## config.mk

```make
export PLATFORM = sky130hd
export DESIGN_NAME = pfol_top
export DESIGN_NICKNAME = d
export VERILOG_FILES = /design/src/pfol_pkg.sv /design/src/pfol_channel.sv /design/src/pfol_top.sv
export SDC_FILE = /design/constraint.sdc
export NUM_CORES = 1
export LEC_CHECK = 0
export BUFFER_PORTS_ARGS = -buffer_cell sky130_fd_sc_hd__clkbuf_2
export CORE_MARGIN = 2
export CORE_UTILIZATION = 25
export CTS_CLUSTER_DIAMETER = 30
export DETAILED_ROUTE_END_ITERATION = 7
export MAX_ROUTING_LAYER = met4
export PLACE_DENSITY = 0.5
export RECOVER_POWER = 100
export SYNTH_ARGS = -nofsm -noshare
export SYNTH_HDL_FRONTEND = slang
export SYNTH_SLANG_ARGS = --single-unit
```

## constraint.sdc

```tcl
create_clock -name I_CORE_CLK -period 8.04 [get_ports I_CORE_CLK]
set_clock_uncertainty 0.2 [all_clocks]
set_input_delay 0.402 -clock I_CORE_CLK [delete_from_list [all_inputs] [get_ports I_CORE_CLK]]
set_output_delay 0.402 -clock I_CORE_CLK [all_outputs]
set_load 0.005 [all_outputs]
```

## src/pfol_pkg.sv

```systemverilog
// constants, types and register map of the protective field output logic
// Operation
// - two independent functions drive groups A and B
// - at most ten field pairs per bank
// - outside four-field mode each bank selects its field pair independently
// - four-field mode: one protective, three warning fields
// - four-field mode: B pair follows A pair
// - four-field mode: A protective violation switches A
// - four-field mode: B violation only raises indication
// - logic signals routed to outputs by configuration
// - separate warning indications for A and B
// - per-bank resolution from 30 to 150 mm
// - per-bank maximum vehicle speed for mobile use
// - outputs off within configured response time
// - response time, start-up behaviour set per bank
// - automatic mode enables at start and clear
// - start interlock keeps outputs off after supply
// - start interlock restarts automatically after violation
// - interlock releases only on reset button press
// - restart interlock holds off until button press
package pfol_pkg;

    // ****************************************
    // timing
    // ****************************************
    localparam int CLK_PERIOD_NS = 4;
    localparam int TICK_NS = 1000;
    localparam int TICK_CYC = (TICK_NS + CLK_PERIOD_NS - 1) / CLK_PERIOD_NS;
    localparam int NUM_PAIRS = 10;

    // ****************************************
    // register map
    // ****************************************
    localparam logic [7:0] ADDR_CTRL = 8'h00;
    localparam logic [7:0] ADDR_BANK_A = 8'h04;
    localparam logic [7:0] ADDR_BANK_B = 8'h08;
    localparam logic [7:0] ADDR_ROUTE = 8'h0c;
    localparam logic [7:0] ADDR_STATUS = 8'h10;

    // bank register fields
    localparam int BANK_START_LSB = 0;
    localparam int BANK_RESOL_LSB = 2;
    localparam int BANK_SPEED_LSB = 8;
    localparam int BANK_RESP_LSB = 16;
    localparam logic [2:0] RESOL_MAX = 3'h5;
    localparam logic [1:0] START_AUTO = 2'h0;
    localparam logic [1:0] START_LOCK_AUTO = 2'h1;
    localparam logic [1:0] START_RES_LOCK = 2'h2;
    localparam logic [1:0] START_RST = 2'h2;
    localparam logic [2:0] RESOL_RST = 3'h0;
    localparam logic [7:0] SPEED_RST = 8'h00;
    localparam logic [15:0] RESP_RST = 16'h0050;

    // route register fields and sources
    localparam int ROUTE_MSG_LSB = 0;
    localparam int ROUTE_AUX_LSB = 4;
    localparam int ROUTE_INOUT_LSB = 8;
    localparam logic [2:0] SRC_NONE = 3'h0;
    localparam logic [2:0] SRC_PF_B = 3'h1;
    localparam logic [2:0] SRC_WF_A = 3'h2;
    localparam logic [2:0] SRC_WF_B = 3'h3;
    localparam logic [2:0] SRC_SAFE_A = 3'h4;
    localparam logic [2:0] SRC_SAFE_B = 3'h5;

    typedef enum logic [3:0] {
        ST_START_LOCK = 4'h1,
        ST_RUN = 4'h2,
        ST_TRIP = 4'h4,
        ST_RESTART_LOCK = 4'h8
    } pfol_state_t;

endpackage

```

## src/pfol_channel.sv

```systemverilog
// one protective function: start-up behaviour, restart and response time
`timescale 1ns/1ps
module pfol_channel
    import pfol_pkg::*;
(
    // clock and reset
    input wire logic i_clk,
    input wire logic i_rst_b,
    // conditions
    input wire logic i_tick,
    input wire logic i_enable,
    input wire logic i_supply_ok,
    input wire logic i_press,
    input wire logic i_pf_vio,
    input wire logic i_fault,
    // bank settings
    input wire logic [1:0] i_start_mode,
    input wire logic [15:0] i_resp_us,
    // results
    output logic o_safe,
    output logic o_locked
);

    pfol_state_t state;
    pfol_state_t next_state;
    logic [15:0] vio_us;
    logic [15:0] next_vio_us;
    logic next_safe;
    logic clear;
    logic trip;
    logic restart_free;

    always_comb
    begin
        clear = !i_pf_vio && !i_fault;
        // illegal mode code 3 falls back to full interlock
        restart_free = (i_start_mode == START_AUTO) || (i_start_mode == START_LOCK_AUTO);
        trip = i_fault || (i_pf_vio && ((i_resp_us == 16'h0000) ||
               (i_tick && ({1'b0, vio_us} + 17'h00001 >= {1'b0, i_resp_us}))));
        next_state = state;
        if (!i_supply_ok)
        begin
            next_state = ST_START_LOCK;
        end
        else
        begin
            unique case (state)
                ST_START_LOCK:
                begin
                    if (clear && ((i_start_mode == START_AUTO) || i_press))
                    begin
                        next_state = ST_RUN;
                    end
                end
                ST_RUN:
                begin
                    if (trip)
                    begin
                        next_state = ST_TRIP;
                    end
                end
                ST_TRIP:
                begin
                    if (clear)
                    begin
                        next_state = restart_free ? ST_RUN : ST_RESTART_LOCK;
                    end
                end
                ST_RESTART_LOCK:
                begin
                    if (clear && i_press)
                    begin
                        next_state = ST_RUN;
                    end
                end
            endcase
        end
        next_vio_us = 16'h0000;
        if (state == ST_RUN && i_pf_vio && !trip)
        begin
            next_vio_us = i_tick ? vio_us + 16'h0001 : vio_us;
        end
        next_safe = (next_state == ST_RUN) && i_enable;
    end

    always_ff @(posedge i_clk or negedge i_rst_b)
    begin
        if (!i_rst_b)
        begin
            state <= ST_START_LOCK;
            vio_us <= 16'h0000;
            o_safe <= 1'b0;
            o_locked <= 1'b0;
        end
        else
        begin
            state <= next_state;
            vio_us <= next_vio_us;
            o_safe <= next_safe;
            o_locked <= (next_state == ST_START_LOCK) || (next_state == ST_RESTART_LOCK);
        end
    end

    logic [15:0] watch_us;
    always_ff @(posedge i_clk or negedge i_rst_b)
    begin
        if (!i_rst_b)
        begin
            watch_us <= 16'h0000;
        end
        else if (o_safe && i_pf_vio)
        begin
            watch_us <= i_tick ? watch_us + 16'h0001 : watch_us;
        end
        else
        begin
            watch_us <= 16'h0000;
        end
    end
endmodule

```

## src/pfol_top.sv

```systemverilog
// field violation evaluation, output routing and configuration registers
`timescale 1ns/1ps
module pfol_top
    import pfol_pkg::*;
(
    // clock and reset
    input wire logic I_CORE_CLK,
    input wire logic I_RST_B,
    // register port
    input wire logic [7:0] I_REG_ADDR,
    input wire logic [31:0] I_REG_WDATA,
    input wire logic I_REG_WR,
    input wire logic I_REG_RD,
    output logic [31:0] O_REG_RDATA,
    // field evaluation results and pair selection
    input wire logic [9:0] I_PF_VIO_A,
    input wire logic [9:0] I_WF_VIO_A,
    input wire logic [9:0] I_PF_VIO_B,
    input wire logic [9:0] I_WF_VIO_B,
    input wire logic [3:0] I_FP_SEL_A,
    input wire logic [3:0] I_FP_SEL_B,
    // pins
    input wire logic I_RESTART_BUTTON,
    input wire logic I_SUPPLY_OK,
    input wire logic I_AUX_INOUT_ONE,
    // outputs
    output logic O_SAFE_OUTPUT_GROUP_A,
    output logic O_SAFE_OUTPUT_GROUP_B,
    output logic O_WARNING_VIOLATION_A,
    output logic O_WARNING_VIOLATION_B,
    output logic O_PF_B_INDICATION,
    output logic O_UNSAFE_MESSAGE_OUTPUT,
    output logic O_AUX_OUTPUT_ONE,
    output logic O_AUX_INOUT_ONE,
    output logic O_AUX_INOUT_ONE_OE
);

    // ****************************************
    // helpers
    // ****************************************
    function automatic logic pick_pair(input logic [9:0] vec, input logic [3:0] idx);
        logic hit;
        hit = 1'b0;
        for (int i = 0; i < NUM_PAIRS; i++)
        begin
            if (idx == 4'(i))
            begin
                hit = vec[i];
            end
        end
        return hit;
    endfunction

    function automatic logic pair_bad(input logic [3:0] idx);
        return idx >= 4'(NUM_PAIRS);
    endfunction

    function automatic logic route_pick(input logic [2:0] src, input logic [5:0] sigs);
        logic val;
        val = 1'b0;
        if (src != SRC_NONE && src <= SRC_SAFE_B)
        begin
            val = sigs[src];
        end
        return val;
    endfunction

    // ****************************************
    // pin synchronisers and button edge
    // ****************************************
    logic [1:0] btn_sync;
    logic [1:0] sup_sync;
    logic [1:0] aux_sync;
    logic btn_prev;
    logic press;
    logic next_press;

    always_comb
    begin
        next_press = btn_sync[1] && !btn_prev;
    end

    always_ff @(posedge I_CORE_CLK or negedge I_RST_B)
    begin
        if (!I_RST_B)
        begin
            // held high so a button already down at release is not taken as a press
            btn_sync <= 2'h3;
            sup_sync <= 2'h0;
            aux_sync <= 2'h0;
            btn_prev <= 1'b1;
            press <= 1'b0;
        end
        else
        begin
            btn_sync <= {btn_sync[0], I_RESTART_BUTTON};
            sup_sync <= {sup_sync[0], I_SUPPLY_OK};
            aux_sync <= {aux_sync[0], I_AUX_INOUT_ONE};
            btn_prev <= btn_sync[1];
            press <= next_press;
        end
    end

    // ****************************************
    // microsecond tick
    // ****************************************
    logic [7:0] div_cnt;
    logic [7:0] next_div_cnt;
    logic tick;
    logic next_tick;

    always_comb
    begin
        next_tick = (div_cnt == 8'(TICK_CYC - 1));
        next_div_cnt = next_tick ? 8'h00 : div_cnt + 8'h01;
    end

    always_ff @(posedge I_CORE_CLK or negedge I_RST_B)
    begin
        if (!I_RST_B)
        begin
            div_cnt <= 8'h00;
            tick <= 1'b0;
        end
        else
        begin
            div_cnt <= next_div_cnt;
            tick <= next_tick;
        end
    end

    // ****************************************
    // registers
    // ****************************************
    logic four_field;
    logic [1:0] start_a;
    logic [1:0] start_b;
    logic [2:0] resol_a;
    logic [2:0] resol_b;
    logic [7:0] speed_a;
    logic [7:0] speed_b;
    logic [15:0] resp_a;
    logic [15:0] resp_b;
    logic [11:0] route;
    logic next_four_field;
    logic [1:0] next_start_a;
    logic [1:0] next_start_b;
    logic [2:0] next_resol_a;
    logic [2:0] next_resol_b;
    logic [7:0] next_speed_a;
    logic [7:0] next_speed_b;
    logic [15:0] next_resp_a;
    logic [15:0] next_resp_b;
    logic [11:0] next_route;
    logic [31:0] next_rdata;
    logic [31:0] status;
    logic [2:0] wr_resol;

    always_comb
    begin
        wr_resol = I_REG_WDATA[BANK_RESOL_LSB +: 3];
        next_four_field = four_field;
        next_start_a = start_a;
        next_start_b = start_b;
        next_resol_a = resol_a;
        next_resol_b = resol_b;
        next_speed_a = speed_a;
        next_speed_b = speed_b;
        next_resp_a = resp_a;
        next_resp_b = resp_b;
        next_route = route;
        if (I_REG_WR)
        begin
            // per-bank settings apply to every pair of the bank
            unique case (I_REG_ADDR)
                ADDR_CTRL: next_four_field = I_REG_WDATA[0];
                ADDR_BANK_A:
                begin
                    next_start_a = I_REG_WDATA[BANK_START_LSB +: 2];
                    next_speed_a = I_REG_WDATA[BANK_SPEED_LSB +: 8];
                    next_resp_a = I_REG_WDATA[BANK_RESP_LSB +: 16];
                    // unlisted resolution codes are ignored
                    next_resol_a = (wr_resol <= RESOL_MAX) ? wr_resol : resol_a;
                end
                ADDR_BANK_B:
                begin
                    next_start_b = I_REG_WDATA[BANK_START_LSB +: 2];
                    next_speed_b = I_REG_WDATA[BANK_SPEED_LSB +: 8];
                    next_resp_b = I_REG_WDATA[BANK_RESP_LSB +: 16];
                    next_resol_b = (wr_resol <= RESOL_MAX) ? wr_resol : resol_b;
                end
                ADDR_ROUTE: next_route = I_REG_WDATA[11:0];
                default: next_route = route;
            endcase
        end
        next_rdata = 32'h0000_0000;
        if (I_REG_RD)
        begin
            unique case (I_REG_ADDR)
                ADDR_CTRL: next_rdata = {31'h0000_0000, four_field};
                ADDR_BANK_A: next_rdata = {resp_a, speed_a, 3'h0, resol_a, start_a};
                ADDR_BANK_B: next_rdata = {resp_b, speed_b, 3'h0, resol_b, start_b};
                ADDR_ROUTE: next_rdata = {20'h0_0000, route};
                ADDR_STATUS: next_rdata = status;
                default: next_rdata = 32'h0000_0000;
            endcase
        end
    end

    always_ff @(posedge I_CORE_CLK or negedge I_RST_B)
    begin
        if (!I_RST_B)
        begin
            four_field <= 1'b0;
            start_a <= START_RST;
            start_b <= START_RST;
            resol_a <= RESOL_RST;
            resol_b <= RESOL_RST;
            speed_a <= SPEED_RST;
            speed_b <= SPEED_RST;
            resp_a <= RESP_RST;
            resp_b <= RESP_RST;
            route <= {1'b0, SRC_WF_B, 1'b0, SRC_WF_A, 1'b0, SRC_PF_B};
            O_REG_RDATA <= 32'h0000_0000;
        end
        else
        begin
            four_field <= next_four_field;
            start_a <= next_start_a;
            start_b <= next_start_b;
            resol_a <= next_resol_a;
            resol_b <= next_resol_b;
            speed_a <= next_speed_a;
            speed_b <= next_speed_b;
            resp_a <= next_resp_a;
            resp_b <= next_resp_b;
            route <= next_route;
            O_REG_RDATA <= next_rdata;
        end
    end

    // ****************************************
    // field pair evaluation
    // ****************************************
    logic [3:0] sel_b;
    logic pf_a;
    logic pf_b;
    logic fault_a;
    logic fault_b;
    logic locked_a;
    logic locked_b;

    always_comb
    begin
        sel_b = four_field ? I_FP_SEL_A : I_FP_SEL_B;
        pf_a = pick_pair(I_PF_VIO_A, I_FP_SEL_A);
        pf_b = pick_pair(I_PF_VIO_B, sel_b);
        // a pair number past the bank is treated as a fault
        fault_a = pair_bad(I_FP_SEL_A);
        fault_b = pair_bad(sel_b);
    end

    pfol_channel u_chan_a (
        .i_clk(I_CORE_CLK),
        .i_rst_b(I_RST_B),
        .i_tick(tick),
        .i_enable(1'b1),
        .i_supply_ok(sup_sync[1]),
        .i_press(press),
        .i_pf_vio(pf_a),
        .i_fault(fault_a),
        .i_start_mode(start_a),
        .i_resp_us(resp_a),
        .o_safe(O_SAFE_OUTPUT_GROUP_A),
        .o_locked(locked_a)
    );

    // from the second cycle of four-field mode on, function B drives no safe group
    pfol_channel u_chan_b (
        .i_clk(I_CORE_CLK),
        .i_rst_b(I_RST_B),
        .i_tick(tick),
        .i_enable(!four_field),
        .i_supply_ok(sup_sync[1]),
        .i_press(press),
        .i_pf_vio(pf_b),
        .i_fault(fault_b),
        .i_start_mode(start_b),
        .i_resp_us(resp_b),
        .o_safe(O_SAFE_OUTPUT_GROUP_B),
        .o_locked(locked_b)
    );

    // ****************************************
    // indications and routing
    // ****************************************
    logic [5:0] sigs;
    logic next_wf_a;
    logic next_wf_b;
    logic next_pf_b_ind;

    always_comb
    begin
        next_wf_a = pick_pair(I_WF_VIO_A, I_FP_SEL_A);
        next_wf_b = pick_pair(I_WF_VIO_B, sel_b);
        next_pf_b_ind = pf_b || fault_b;
        sigs = {O_SAFE_OUTPUT_GROUP_B, O_SAFE_OUTPUT_GROUP_A, O_WARNING_VIOLATION_B,
                O_WARNING_VIOLATION_A, O_PF_B_INDICATION, 1'b0};
        status = {22'h00_0000, aux_sync[1], sup_sync[1], locked_b, locked_a,
                  O_PF_B_INDICATION, O_WARNING_VIOLATION_B, O_WARNING_VIOLATION_A,
                  O_SAFE_OUTPUT_GROUP_B, O_SAFE_OUTPUT_GROUP_A, fault_a || fault_b};
    end

    always_ff @(posedge I_CORE_CLK or negedge I_RST_B)
    begin
        if (!I_RST_B)
        begin
            O_WARNING_VIOLATION_A <= 1'b0;
            O_WARNING_VIOLATION_B <= 1'b0;
            O_PF_B_INDICATION <= 1'b0;
            O_UNSAFE_MESSAGE_OUTPUT <= 1'b0;
            O_AUX_OUTPUT_ONE <= 1'b0;
            O_AUX_INOUT_ONE <= 1'b0;
            O_AUX_INOUT_ONE_OE <= 1'b0;
        end
        else
        begin
            O_WARNING_VIOLATION_A <= next_wf_a;
            O_WARNING_VIOLATION_B <= next_wf_b;
            O_PF_B_INDICATION <= next_pf_b_ind;
            O_UNSAFE_MESSAGE_OUTPUT <= route_pick(route[ROUTE_MSG_LSB +: 3], sigs);
            O_AUX_OUTPUT_ONE <= route_pick(route[ROUTE_AUX_LSB +: 3], sigs);
            O_AUX_INOUT_ONE <= route_pick(route[ROUTE_INOUT_LSB +: 3], sigs);
            O_AUX_INOUT_ONE_OE <= route[ROUTE_INOUT_LSB +: 3] != SRC_NONE;
        end
    end
endmodule

```

==> flow_summary_export.csv <==
group,metric,value,unit
status,outcome,"complete, but fails checks",
status,violations,"DRC, capacitance limit, slew limit",
setup_path,crit_chain,"dlygate4sd3_1 > buf_6 > clkbuf_1",
timing,hold_viol_final,0,
yosys,synthMuxAreaShare,11.6,%
yosys,syn_avg_cell_area,10.5,um^2
power_and_ir_drop,swShare,27.1,%
timing,rsz0062_at_grt,"no",
final_layout,final-seq-area,0.00430,mm^2
power_and_ir_drop,intPower,1.37,mW
final_layout,drive_gt1_share,23.7,%
yosys,synth_area_leaders,"dfrtp_1, mux2_2, ha_1",
route,avgViaCountPerCell,4.68,
yosys,synth_top_family_by_area,"simple AND/OR/NAND/NOR gates",
setup_path,critPathSlowestCell,"clkbuf_1",
route,drc_errors,11,
clock_network,path_clk_slew,0.07,ns
power_and_ir_drop,switching_power,0.511,mW
yosys,yosysWarnings,0,
route,drt-total-wl,23.7,mm
yosys,synth-seq-cells,171,
placement,placed_cells,1431,
global_route,grt_pass1_wl,38.4,mm
yosys,synthDominantCellAreaShare,43.0,%
setup_path,startpoint,"I_RST_B",
floorplanning,start_util,25.4,%
timing,setup_viol,0,
power_and_ir_drop,power.total,1.89,mW
final_layout,final_cell_mix,"dfrtp_1, clkbuf_2, nor2_1",
yosys,syn_inst,865,
global_route,grt_pass1_vias,6961,
timing,drv_slew,150,
floorplanning,dieArea,0.0378,mm^2
clock_network,cts_resized,0,
power_and_ir_drop,leakage,4.91,nW
yosys,yosysTopAreaCell,"dfrtp_1",
route,wl_per_cell,16.1,um
placement,port_buffers,135,
timing,period_minus_slack,4.95,ns
yosys,synth_adder_area_share,4.97,%
clock_network,cts_made_buffers,17,
run,drv_cap,4,
final_layout,nNetsFinal,1133,
yosys,ys_types,71,
power_and_ir_drop,pwr-share-comb,9.0,%
final_layout,diodes,0,
route,ant_nets,0,
placement,globalplace.congestion,0.804,
timing,setup_tns,0,ns
yosys,synthArstFlopShare,100,%
clock_network,clkLatencyLatePin,0.44,ns
setup_path,critPathBufInv,3,
power_and_ir_drop,ir_drop,0.000147,V
worst_hold_path,worstHoldStart,"I_REG_WDATA[22]",
floorplanning,ioPinCount,136,
power_and_ir_drop,power.share.clock,42.1,%
yosys,netlist_area,0.00907,mm^2
setup_path,reg2reg_from,"u_chan_b.vio_us[0]",
setup_path,critical-path-top-delay-family,"buffers and inverters",
final_layout,multiInputGateArea,0.00441,mm^2
global_route,grt_use_total,13.2,%
placement,dpl.hpwl,17.5,mm
floorplanning,rows,69,
setup_path,path_max_fanout,103,
route,vias,6911,
final_layout,layout.cells.non_filler,1476,
power_and_ir_drop,powerDensity,175,mW/mm^2
clock_network,root_buffer,"clkbuf_16",
timing,finalCritPeriodShare,61.5,%
timing,slew_headroom,-149,%
power_and_ir_drop,p_seq_share,48.9,%
route,dr.pass1.iters,8,
setup_path,critPathArrivalTime,4.44,ns
final_layout,final_common_cell,"dfrtp_1",
final_layout,nFillCells,3731,
yosys,synth_xor_area_share,6.08,%
yosys,yosys.area_share.simple,14.9,%
floorplanning,die_h,194,um
yosys,synth_compound_gate_area_share,11.5,%
yosys,synthFlopType,"dfrtp_1",
yosys,ys_seq_area_share,47.4,%
setup_path,slowest_delay,2.68,ns
global_route,antenna_found_initial,0,
yosys,synth_edf_count,0,
global_route,grt-ovfl-total,0,
yosys,mappedNetlistNets,996,
setup_path,crit_path_end_kind,"asynchronous set/reset pin",
final_layout,area_growth,19.1,%
clock_network,htree_levels,4,
setup_path,worst_ep_required_time,7.54,ns
setup_path,start_kind,"primary input",
clock_network,cts_sinks,171,
setup_path,path_class,"primary input to asynchronous set/reset pin",
global_route,grt_max_degree,104,
clock_network,clockBufferDepth,2,
clock_network,cts_tree,"built",
route,drtIter0Drc,399,
worst_hold_path,min_path_type,"primary input to flop",
timing,clock.fmax,202,MHz
timing,worst_slew_pin_slew,3.74,ns
floorplanning,core,0.0357,mm^2
floorplanning,die_w,194,um
==> cell families (layout without fill, tap and decap cells) <==
kind of cell	count (synthesis)	count (layout)
AOI/OAI and AO/OA	151	151
xor gates and xnor gates	63	63
adders and majority gates	36	36
buffers and inverters	75	225
DFF	171	171
muxes	92	92
and+or+nand+nor	277	277
==> stage by stage <==
stage	util, %	hold slack, ns	setup slack (ns)	area (um^2)
floorplan	-	-0.0936	4.48	9070
finish	30.3	0.0226	3.09	10800
CTS	30.6	0.00843	3.94	10900
detailed placement	28.6	0.147	3.95	10200
global placement	28.6	0.136	4.11	10200
global route	30.3	0.0211	2.13	10800
==> power groups by stage <==
stage	combinational, mW	sequential (mW)	clock, mW
final	0.169	0.923	0.793
after global routing	0.191	0.927	0.854
after CTS	0.177	0.923	0.817
after detailed placement	0.172	0.939	0
after global placement	0.170	0.939	0
after floorplan	0.100	0.924	0
==> worst paths after layout <==
check	endpoint	slack (ns)	depth (start not counted)
setup reg to reg	u_chan_b.vio_us[11]	3.87	15
max in group I_CORE_CLK	resp_a[5]	3.55	9
setup / recovery	u_chan_a.vio_us[14]	3.09	3
hold / removal	resp_b[6]	0.02	2
min in group asynchronous	O_REG_RDATA[25]	0.46	2
hold reg to reg	btn_sync[1]	0.16	0
==> area by class of cell <==
class / count / share of cell area, %
Multi-Input combinational cell: 619 / 40.8
Tap cell: 461 / 5.34
Inverter: 37 / 1.29
Timing Repair Buffer: 156 / 7.60
Clock buffer: 17 / 3.94
Clock inverter: 15 / 1.22
Sequential cell: 171 / 39.8
==> synth_stat cells, types with 3 or more instances <==
library cell  count
a211oi_1          5
a21o_1            7
a21oi_1          31
a22oi_1          38
a31oi_1           4
and2_1            6
and3_1           12
and4_1            3
buf_2            12
buf_6             3
clkbuf_1         19
dfrtp_1         156
dfstp_2          15
ha_1             36
inv_1            37
mux2_2           73
mux2i_1          13
nand2_1          55
nand3_1          20
nand3b_1          4
nand4_1          16
nor2_1          104
nor2b_1           7
nor3_1           12
nor3b_1           4
nor4_1           10
nor4b_1           3
o211ai_1          4
o21ai_0          23
o221ai_1          6
o22a_1            4
o31ai_1           3
or2_2             3
or3_1             5
xnor2_1          16
xor2_1           47
==> per-layer routing <==
layer,global-route usage (%),share of wire [%],wire length (um),up-vias
li1,-,-,-,3359
met1,18.2,50,11700,3422
met2,20.0,46,11000,111
met3,2.08,2.9,695,19
met4,3.90,1.3,304,0
met5,-,0,0,-
==> registers in the layout, indices dropped and copies added (netlist names), 3 cells and up <==
register and count:
O_REG_RDATA 32, resp_a 16, resp_b 16, u_chan_a.vio_us 16, u_chan_b.vio_us 16, route 12, div_cnt 8, speed_a 8
speed_b 8, u_chan_a.state 4, u_chan_b.state 4, resol_a 3, resol_b 3
==> repair_timing <==
item	CTS	global route
hold buffers	13	0
setup endpoints to repair	0	0
endpoints found under the hold margin	116	0
buffers inserted	0	0
(Power assumes the default switching activity.)
